<file path="config.mk">
export PLATFORM = sky130hd
export DESIGN_NAME = pgw_watchdog
export DESIGN_NICKNAME = d
export VERILOG_FILES = /design/src/pgw_pkg.sv /design/src/pgw_watchdog.sv
export SDC_FILE = /design/constraint.sdc
export NUM_CORES = 1
export LEC_CHECK = 0
export BUFFER_PORTS_ARGS = -buffer_cell sky130_fd_sc_hd__buf_4
export CAP_MARGIN = 10
export CORE_MARGIN = 4
export CORE_UTILIZATION = 59
export CTS_BUF_LIST = sky130_fd_sc_hd__clkbuf_4
export DETAILED_ROUTE_END_ITERATION = 8
export PLACE_DENSITY = 0.82
export SKIP_CTS_REPAIR_TIMING = 1
export SYNTH_ARGS = -nofsm -noshare
export SYNTH_HDL_FRONTEND = slang
export SYNTH_SLANG_ARGS = --single-unit
</file>
<file path="constraint.sdc">
create_clock -name clk -period 2.8 [get_ports clk]
set_input_delay 0.28 -clock clk [delete_from_list [all_inputs] [get_ports clk]]
set_output_delay 0.28 -clock clk [all_outputs]
set_load 0.03 [all_outputs]
</file>
<file path="src/pgw_pkg.sv">
// Purpose: Shared constants and types for the password guarded watchdog
// Assumes: 20-bit internal byte address, 16-bit write data bus
// Notes:   Register addresses are the printed ones
package pgw_pkg;

	localparam logic [19:0] ADDR_CTRL_WR  = 20'hFFF8C;
	localparam logic [19:0] ADDR_RST_WR   = 20'hFFF8E;
	localparam logic [19:0] ADDR_CTRL_RD  = 20'hFFF8C;
	localparam logic [19:0] ADDR_CNT_RD   = 20'hFFF8D;
	localparam logic [19:0] ADDR_RST_RD   = 20'hFFF8F;

	localparam logic [7:0]  PASS_CNT      = 8'h5A;
	localparam logic [7:0]  PASS_CTRL     = 8'hA5;
	localparam logic [7:0]  CLR_DATA      = 8'h00;
	localparam logic [7:0]  CNT_RESET     = 8'h00;
	localparam logic [7:0]  CNT_MAX       = 8'hFF;
	localparam logic [7:0]  CTRL_RESERVED = 8'h18;
	localparam logic [7:0]  RST_RESERVED  = 8'h3F;

	localparam int BIT_FLAG = 7;
	localparam int BIT_MODE = 6;
	localparam int BIT_ENA  = 5;
	localparam int BIT_OE   = 6;

	// Pulse lengths in states (one state is one clock)
	localparam int CHIP_RESET_STATES = 518;
	localparam int PIN_RESET_STATES  = 132;
	localparam logic [9:0] CHIP_RESET_CNT = 10'(CHIP_RESET_STATES);
	localparam logic [9:0] PIN_RESET_CNT  = 10'(PIN_RESET_STATES);

	localparam int PRE_W = 12;

	// CPU access bundle
	typedef struct packed {
		logic        wrWord;
		logic        rdByte;
		logic [19:0] addr;
		logic [15:0] wdata;
	} pgw_bus_t;

	typedef enum logic [1:0] {
		PGW_RUN     = 2'b00,
		PGW_RESET   = 2'b01
	} pgw_state_t;

endpackage

</file>
<file path="src/pgw_watchdog.sv">
// Purpose: 8-bit watchdog / interval timer with password word writes
// Assumes: One access per cycle; a byte write never raises wrWord
// Notes:   chipResetOut_b feeds the chip reset tree, not rst_b
//
// Overview of operation
// - Only word writes update counter and control
// - High 5A loads counter, A5 loads control
// - A5 with 00 clears watchdog reset flag
// - High 5A copies data bit into output enable
// - Byte reads at C, D and F addresses
// - Watchdog overflow resets chip for 518 states
// - Enabled output pin drives low 132 states
// - Watchdog flag tells watchdog from pin reset
// - Simultaneous pin reset wins over watchdog
// - Interval mode overflow requests interrupt
// - Overflow flag set with reset or interrupt
// - Watchdog flag set only in watchdog mode
// - Internal reset keeps watchdog flag, clears overflow
// - Counter write beats a coincident increment
// - Counter counts when enabled, else held zero
// - Clock select picks divide 2 to 4096
// - Overflow flag clears by read one, write zero
// - Watchdog flag and enable reset only by pin
`timescale 1ns/100ps
module pgw_watchdog (
	input  wire logic             clk,
	input  wire logic             rst_b,
	input  wire pgw_pkg::pgw_bus_t cpuBus,
	output logic [7:0]            rdData,
	output logic                  intervalOverflowIrq,
	output logic                  chipResetOut_b,
	output logic                  resetOutPinOut,
	output logic                  resetOutPinOe
);

	////////////////////////////////////////////////////////////////////////////
	// Divider tap for a clock-select code
	function automatic logic [3:0] tapOf(input logic [2:0] sel);
		case (sel)
			3'h0:    tapOf = 4'h0;
			3'h1:    tapOf = 4'h4;
			3'h2:    tapOf = 4'h5;
			3'h3:    tapOf = 4'h6;
			3'h4:    tapOf = 4'h7;
			3'h5:    tapOf = 4'h8;
			3'h6:    tapOf = 4'hA;
			default: tapOf = 4'hB;
		endcase
	endfunction

	logic [7:0]              cnt_r, cnt_nxt;
	logic                    flag_r, flag_nxt, mode_r, ena_r;
	logic [2:0]              sel_r;
	logic                    watchdog_reset_flag_r, watchdog_reset_flag_nxt, oe_r;
	logic                    flagSeen_r;
	logic [pgw_pkg::PRE_W-1:0] pre_r;
	logic                    tick_r;
	logic [9:0]              rstCnt_r;
	logic [9:0]              pinCnt_r;
	pgw_pkg::pgw_state_t     state_r;
	logic                    intRst_r;

	////////////////////////////////////////////////////////////////////////////
	// Password decode of word writes
	wire wrCtlAddr = cpuBus.wrWord && cpuBus.addr == pgw_pkg::ADDR_CTRL_WR;
	wire wrRstAddr = cpuBus.wrWord && cpuBus.addr == pgw_pkg::ADDR_RST_WR;
	wire [7:0] hiB = cpuBus.wdata[15:8];
	wire [7:0] loB = cpuBus.wdata[7:0];
	wire wrCnt     = wrCtlAddr && hiB == pgw_pkg::PASS_CNT;
	wire wrCtl     = wrCtlAddr && hiB == pgw_pkg::PASS_CTRL;
	wire clrWrst   = wrRstAddr && hiB == pgw_pkg::PASS_CTRL && loB == pgw_pkg::CLR_DATA;
	wire wrOe      = wrRstAddr && hiB == pgw_pkg::PASS_CNT;
	wire rdCtl     = cpuBus.rdByte && cpuBus.addr == pgw_pkg::ADDR_CTRL_RD;

	////////////////////////////////////////////////////////////////////////////
	// Count enable, overflow and flag updates
	wire [3:0] tap   = tapOf(sel_r);
	wire       tickNow = pre_r[tap];
	wire       tickEdge = tickNow && !tick_r;
	wire       ovf   = ena_r && tickEdge && !wrCnt && cnt_r == pgw_pkg::CNT_MAX;
	wire       wdOvf = ovf && mode_r;

	always_comb begin
		if (!ena_r) begin
			cnt_nxt = pgw_pkg::CNT_RESET;
		end else if (wrCnt) begin
			cnt_nxt = loB;
		end else if (tickEdge) begin
			cnt_nxt = cnt_r + 8'h01;
		end else begin
			cnt_nxt = cnt_r;
		end
		flag_nxt = flag_r;
		if (wrCtl && !loB[pgw_pkg::BIT_FLAG] && flagSeen_r) begin
			flag_nxt = 1'b0;
		end
		if (ovf) begin
			flag_nxt = 1'b1;
		end
		watchdog_reset_flag_nxt = clrWrst ? 1'b0 : watchdog_reset_flag_r;
		if (wdOvf) begin
			watchdog_reset_flag_nxt = 1'b1;
		end
	end

	////////////////////////////////////////////////////////////////////////////
	// Timer registers, cleared by pin reset and by the internal reset
	always_ff @(posedge clk or negedge rst_b) begin
		if (!rst_b) begin
			cnt_r      <= pgw_pkg::CNT_RESET;
			flag_r     <= 1'b0;
			mode_r     <= 1'b0;
			ena_r      <= 1'b0;
			sel_r      <= 3'h0;
			flagSeen_r <= 1'b0;
			pre_r      <= '0;
			tick_r     <= 1'b0;
		end else if (intRst_r) begin
			cnt_r      <= pgw_pkg::CNT_RESET;
			flag_r     <= 1'b0;
			mode_r     <= 1'b0;
			ena_r      <= 1'b0;
			sel_r      <= 3'h0;
			flagSeen_r <= 1'b0;
			pre_r      <= '0;
			tick_r     <= 1'b0;
		end else begin
			cnt_r      <= cnt_nxt;
			flag_r     <= flag_nxt;
			if (wrCtl) begin
				mode_r <= loB[pgw_pkg::BIT_MODE];
				ena_r  <= loB[pgw_pkg::BIT_ENA];
				sel_r  <= loB[2:0];
			end
			flagSeen_r <= (rdCtl && flag_r) ? 1'b1 : (flag_nxt ? flagSeen_r : 1'b0);
			pre_r      <= ena_r ? pre_r + 1'b1 : '0;
			tick_r     <= tickNow;
		end
	end

	////////////////////////////////////////////////////////////////////////////
	// Pin-reset-only flags; pin reset overrides a same-cycle overflow
	always_ff @(posedge clk or negedge rst_b) begin
		if (!rst_b) begin
			watchdog_reset_flag_r <= 1'b0;
			oe_r   <= 1'b0;
		end else begin
			watchdog_reset_flag_r <= watchdog_reset_flag_nxt;
			if (wrOe) begin
				oe_r <= loB[pgw_pkg::BIT_OE];
			end
		end
	end

	////////////////////////////////////////////////////////////////////////////
	// Reset pulse sequencer
	always_ff @(posedge clk or negedge rst_b) begin
		if (!rst_b) begin
			state_r  <= pgw_pkg::PGW_RUN;
			rstCnt_r <= '0;
			pinCnt_r <= '0;
			intRst_r <= 1'b0;
		end else begin
			case (state_r)
				pgw_pkg::PGW_RUN: begin
					if (wdOvf) begin
						state_r  <= pgw_pkg::PGW_RESET;
						intRst_r <= 1'b1;
						rstCnt_r <= pgw_pkg::CHIP_RESET_CNT - 10'h001;
						pinCnt_r <= oe_r ? pgw_pkg::PIN_RESET_CNT : 10'h000;
					end
				end
				pgw_pkg::PGW_RESET: begin
					if (pinCnt_r != 10'h000) begin
						pinCnt_r <= pinCnt_r - 10'h001;
					end
					if (rstCnt_r == 10'h000) begin
						state_r  <= pgw_pkg::PGW_RUN;
						intRst_r <= 1'b0;
					end else begin
						rstCnt_r <= rstCnt_r - 10'h001;
					end
				end
				default: begin
					state_r  <= pgw_pkg::PGW_RUN;
					intRst_r <= 1'b0;
				end
			endcase
		end
	end

	////////////////////////////////////////////////////////////////////////////
	// Registered outputs
	wire [7:0] ctlView = {flag_r, mode_r, ena_r, 2'b00, sel_r} | pgw_pkg::CTRL_RESERVED;
	wire [7:0] rstView = {watchdog_reset_flag_r, oe_r, 6'h00} | pgw_pkg::RST_RESERVED;
	wire [7:0] rdMux   = !cpuBus.rdByte ? 8'h00 :
	                     cpuBus.addr == pgw_pkg::ADDR_CTRL_RD ? ctlView :
	                     cpuBus.addr == pgw_pkg::ADDR_CNT_RD  ? cnt_r :
	                     cpuBus.addr == pgw_pkg::ADDR_RST_RD  ? rstView : 8'h00;

	always_ff @(posedge clk or negedge rst_b) begin
		if (!rst_b) begin
			rdData              <= 8'h00;
			intervalOverflowIrq <= 1'b0;
			chipResetOut_b      <= 1'b1;
			resetOutPinOut      <= 1'b0;
			resetOutPinOe       <= 1'b0;
		end else begin
			rdData              <= rdMux;
			// One pulse per overflow event, not a level while the flag stands
			intervalOverflowIrq <= ovf && !mode_r;
			chipResetOut_b      <= !(wdOvf || (intRst_r && rstCnt_r != 10'h000));
			resetOutPinOut      <= 1'b0;
			resetOutPinOe       <= (state_r == pgw_pkg::PGW_RUN) ? (wdOvf && oe_r)
			                       : (pinCnt_r > 10'h001);
		end
	end

endmodule

</file>
; ---- Word-level counts from Yosys, hierarchy flattened
; Index checks and enable logic that the tools add are counted.
[word_totals]
reg_bits = 64
wordCells = 123
output_inout_bits = 12
input_bits = 40
[classes]
reduce_logical = 37
eq_ne = 20
n_addsub = 4
n_mux = 42
order_cmp = 2
[ops]
columns = cell, count
row1 = $eq 20x20->1 const B, 4
row2 = $mux 8, 9
row3 = $mux 10, 4
row4 = $pmux 10 s2, 2
row5 = $pmux 4 s7, 1
row6 = $mux 12, 2
row7 = $reduce_bool 10->1, 2
row8 = $sub 10x1->10 const B, 2
row9 = $logic_and 1x1->1, 19
row10 = $mux 1, 17
row11 = $eq 8x8->1 const B, 2
row12 = $add 12x1->12 const B, 1
row13 = $gt 10x1->1 const B, 1
row14 = $logic_not 10->1, 1
row15 = $eq 3x3->1 const B, 3
row16 = $add 8x1->8 const B, 1
row17 = $eq 8x7->1 const B, 1
row18 = $logic_not 8->1, 1
row19 = $ne 2x2->1 const B, 4
row20 = $eq 3x2->1 const B, 2
row21 = $mux 3, 2
row22 = $reduce_and 3->1, 2
row23 = $reduce_bool 2->1, 3
row24 = $logic_not 1->1, 5
row25 = other kinds (13), 14

; ---- Longest topological paths before layout
[logic_depth]
ltp_word = 12
mapped_depth = 9
depth_no_buf = 8

; ---- Worst setup path before layout
; OpenSTA, ideal clock, no wires.
[synth_path]
kind = register to register
from = register sel_r[0]
to = register cnt_r[4]
t_required_ns = 2.712
slack_ns = 0.676
arrival_ns = 2.036
n_path_buf = 2
path_stages_with_launch = 10
period_less_slack_ns = 2.124
path_cell_list = dfrtp_1 -> buf_6 -> mux2_4 -> a32o_2 -> o311ai_4 -> nand2_2 -> buf_6 -> and4_1 -> xnor2_1 -> a211oi_2
[synth_via]
elab_chain_len = 6
elab_cells_between_ends = 12
cone_classes = eq/ne: 7 / mux: 3 / reduce/logical: 2
[synth_rtl]
columns = item, line
row1 = start: declaration, pgw_watchdog.sv:53  ; logic [2:0] sel_r;
row2 = start signal: assignment, pgw_watchdog.sv:133  ; sel_r <= loB[2:0];
row3 = $eq 3x3->1 (tied with other cells), pgw_watchdog.sv:39  ; case (sel)
row4 = $pmux 4 s7 *, pgw_watchdog.sv:39
row5 = $bmux 1 s4 *, pgw_watchdog.sv:78  ; wire tickNow = pre_r[tap];
row6 = $mux 1 (implied by the code) *, pgw_watchdog.sv:78
row7 = $logic_and 1x1->1 *, pgw_watchdog.sv:79  ; wire tickEdge = tickNow && !tick_r;
row8 = $ne 4x1->1 (no line) *, -
row9 = end signal: assignment, pgw_watchdog.sv:110  ; cnt_r <= pgw_pkg::CNT_RESET;
row10 = end signal: assignment, pgw_watchdog.sv:119  ; cnt_r <= pgw_pkg::CNT_RESET;
row11 = end signal: assignment, pgw_watchdog.sv:128  ; cnt_r <= cnt_nxt;
row12 = end: declaration, pgw_watchdog.sv:51  ; logic [7:0] cnt_r, cnt_nxt;
; Every way passes the cells marked *; elsewhere a longest branch is shown, timed or not. The select of a mux whose other input is x is not followed.
; A chain may end at the register's enable or synchronous reset.

; ---- Worst setup path after layout
[layout_path]
from = register sel_r[0]
to = register pinCnt_r[7]
[layout_via]
elab_chain_len = 11
elab_cells_between_ends = 17
cone_classes = eq/ne: 7 / mux: 3 / reduce/logical: 7
[layout_rtl]
columns = item, line
row1 = $eq 3x3->1 (tied with other cells), pgw_watchdog.sv:39
row2 = $pmux 4 s7 *, pgw_watchdog.sv:39
row3 = $bmux 1 s4 *, pgw_watchdog.sv:78
row4 = $mux 1 (implied by the code) *, pgw_watchdog.sv:78
row5 = $logic_and 1x1->1 *, pgw_watchdog.sv:79
row6 = $logic_and 1x1->1 * (3 in a row), pgw_watchdog.sv:80  ; wire ovf = ena_r && tickEdge && !wrCnt && cnt_r == pgw_pkg::CNT_MAX;
row7 = $logic_and 1x1->1 *, pgw_watchdog.sv:81  ; wire wdOvf = ovf && mode_r;
row8 = $ne 2x2->1 (no line) *, -
row9 = $reduce_and 3->1 (no line) *, -
row10 = end signal: assignment, pgw_watchdog.sv:170  ; pinCnt_r <= oe_r ? pgw_pkg::PIN_RESET_CNT : 10'h000;
row11 = end signal: assignment, pgw_watchdog.sv:175  ; pinCnt_r <= pinCnt_r - 10'h001;
row12 = end: declaration, pgw_watchdog.sv:59  ; logic [9:0] pinCnt_r;
; Marked as above.

==> results.yml <==
outcome:
  status: "finished, final reports clean"
logic_synthesis:
  synth_top_flop_cell: "dfrtp_1"
  syn_nets: 401
  synth_cells: 356
  yosysWarnings: 0
  netlist_area_um2: 3430
  syn_avg_cell_area_um2: 9.64
  synth_most_common_cell: "dfrtp_1"
  yosysTopAreaCell: "dfrtp_1"
  synthTopCellsByArea: "dfrtp_1 44%, nor2_1 6.2%, xnor2_1 4.3%"
  ys_top_cells_by_count: "61 x dfrtp_1, 57 x nor2_1, 18 x nand2_1, 18 x nand3_1, 17 x xnor2_1"
  synth.distinct_cells: 55
  ys_ff_latch: 62
  seq_area_frac_synth_pct: 45.3
  async_flop_share_pct: 100
  synth-edff-count: 0
  yosysTopAreaCellShare_pct: 44.5
drt:
  first_iter_violations: 161
  via_per_inst: 5.73
  drc: 0
  drt_wl_total_um: 7610
  dr.pass1.iters: 4
  vias: 2756
  ant_nets: 0
  wire_per_inst_um: 15.8
timing:
  fin_crit_ns: 2.34
  report.final.slew_viol_count: 0
  fin_crit_sh_pct: 83.5
  worst_slew_pin_slew_ns: 0.764
  fin_skew_ns: 0.0167
  setup_viol: 0
  fmax_mhz: 428
  rsz0062_at_grt: "no"
  slew_headroom_pct: 49.1
  finalHoldViolations: 0
  setup_tns_ns: 0
global_route:
  grt-ovfl-total: 0
  grt_pass1_vias: 2714
  track_usage_pct: 22.8
  grt_start_max_net_pins: 63
  grt_pass1_wl_um: 12900
  antenna_found_initial: 0
layout:
  final_cell_count_no_fill: 481
  nets: 450
  nFillCells: 431
  antenna_cells: 0
  utilization_pct: 71.2
  layout-drive-gt1-share_pct: 21.5
  areaGrowthSynthToFinish_pct: 15.7
  final_area_um2: 3970
setup_path:
  crit_chain: "mux2_4 > a32o_2 > o311ai_4 > nand2_2 > and4_1 > mux2i_1 > mux2i_1"
  critPathKind: "flop to flop"
  crit_path_top_delay_cell: "dfrtp_1"
  cp_top_family: "multiplexers"
  worstSetupEndpointType: "flop"
  cp_max_fo: 12
  worstPathArrival_ns: 2.67
  slowest_delay_ns: 0.53
  crit_top_cell: "mux2i_1"
  cp-start-kind: "flop"
  path_buf_inv: 0
  crit_required_ns: 3.13
clocking:
  clk_pin_slew_ns: 0.11
  clock-root-buffer: "clkbuf_4"
  cts_buffers: 9
  cts_tree: "built"
  cts.sinks: 62
  clkLatencyLatePin_ns: 0.43
  clk_path_buf_depth: 2
  cts_htree_levels: 3
die:
  die-area_um2: 7100
  ioPinCount: 52
  die_y_um: 84.3
  core_area_um2: 5570
  rows: 27
  start_util_pct: 61.5
  fp.dieW_um: 84.3
pwr:
  ir_worst_vdd_uv: 311
  power_frac_clock_pct: 38.9
  intPower_uw: 1220
  p_per_area_nw_per_um2: 404
  sw_frac_of_total_pct: 23.8
  power_uw: 1600
  comb_power_share_pct: 5.3
  power.net_switching_uw: 383
  power.share.sequential_pct: 55.8
  leakage_uw: 0.00172
run:
  drv_cap: 0
placed_design:
  io_buffers: 50
  gp_congestion: 0.869
  place_area_um2: 3830
  placed_cells: 465
  dp_hpwl_um: 5470
min_path:
  holdCritPathClass: "input port to flop"
## sequential cells by signal, summed over array words and instances (netlist names), 3 cells and up
name	cells
pinCnt_r	10
rdData	8
pre_r	12
sel_r	3
cnt_r	8
rstCnt_r	10
## layer usage
| layer | routed length (um) | track usage [%] | vias up |
|---|---|---|---|
| met5 | 0 | 0 | - |
| met4 | 168 | 8.77 | 0 |
| met1 | 3340 | 29.5 | 1315 |
| met2 | 3720 | 37.2 | 73 |
| met3 | 390 | 5.40 | 21 |
| li1 | - | - | 1347 |
## per-stage QoR
step	hold slack (ns)	setup WS [ns]
CTS	-0.0588	0.468
global placement	0.401	0.454
floorplan	-0.0156	0.676
detailed placement	0.406	0.380
finish	0.124	0.461
global route	0.120	0.353
## layout make-up
| type | instances | area (um^2) | area share (%) |
|---|---|---|---|
| clock buffer | 11 | 82.6 | 2.08 |
| clock inverter | 4 | 48.8 | 1.23 |
| inverter | 14 | 52.6 | 1.32 |
| timing repair buffer | 54 | 408 | 10.3 |
| tap | 72 | 90.1 | 2.27 |
| sequential | 62 | 1550 | 39.1 |
| multi-input combinational | 264 | 1740 | 43.7 |
## path summary, 6_finish.rpt
path / start / to / slack (ns) / cells after the start
worst min register to register: watchdog_reset_flag_r / watchdog_reset_flag_r / 0.52 / 1
worst min-delay path: cpuBus[6] / oe_r / 0.12 / 2
max in group asynchronous: rst_b / pre_r[9] / 1.83 / 2
worst max-delay path: sel_r[0] / pinCnt_r[7] / 0.46 / 7
min in group asynchronous: rst_b / rdData[6] / 0.45 / 2
worst max register to register: sel_r[0] / pinCnt_r[7] / 0.46 / 7
## cell families after synthesis
group / Yosys count / share of synthesized area [%]
compound gates: 54 / 11.6
mux: 15 / 4.70
simple gates: 162 / 25.4
other cells: 1 / 0.109
fa+ha+maj: 5 / 1.82
flops: 62 / 45.3
buf+inv: 30 / 4.16
xor+xnor: 27 / 6.89
## layout by cell type, fill, tap and decap left out, types with 5 or more instances in the layout
| cell | instances |
|---|---|
| a211oi_2 | 7 |
| a21oi_1 | 12 |
| and3_1 | 6 |
| buf_4 | 53 |
| clkbuf_4 | 11 |
| dfrtp_1 | 61 |
| ha_1 | 5 |
| inv_1 | 14 |
| mux2i_1 | 12 |
| nand2_1 | 18 |
| nand3_1 | 18 |
| nand4_1 | 6 |
| nor2_1 | 57 |
| nor2b_1 | 9 |
| nor3_1 | 9 |
| nor4_1 | 7 |
| o21ai_0 | 11 |
| xnor2_1 | 17 |
| xor2_1 | 10 |
## power by group through the flow
stage	clock network, uW	logic, uW	registers, uW
CTS	630	85.7	895
detailed placement	0	85.6	912
finish	624	85.8	895
global route	680	94.9	895
floorplan	0	17.8	913
global placement	0	83.7	912
Power figures use the tool's default switching activity.
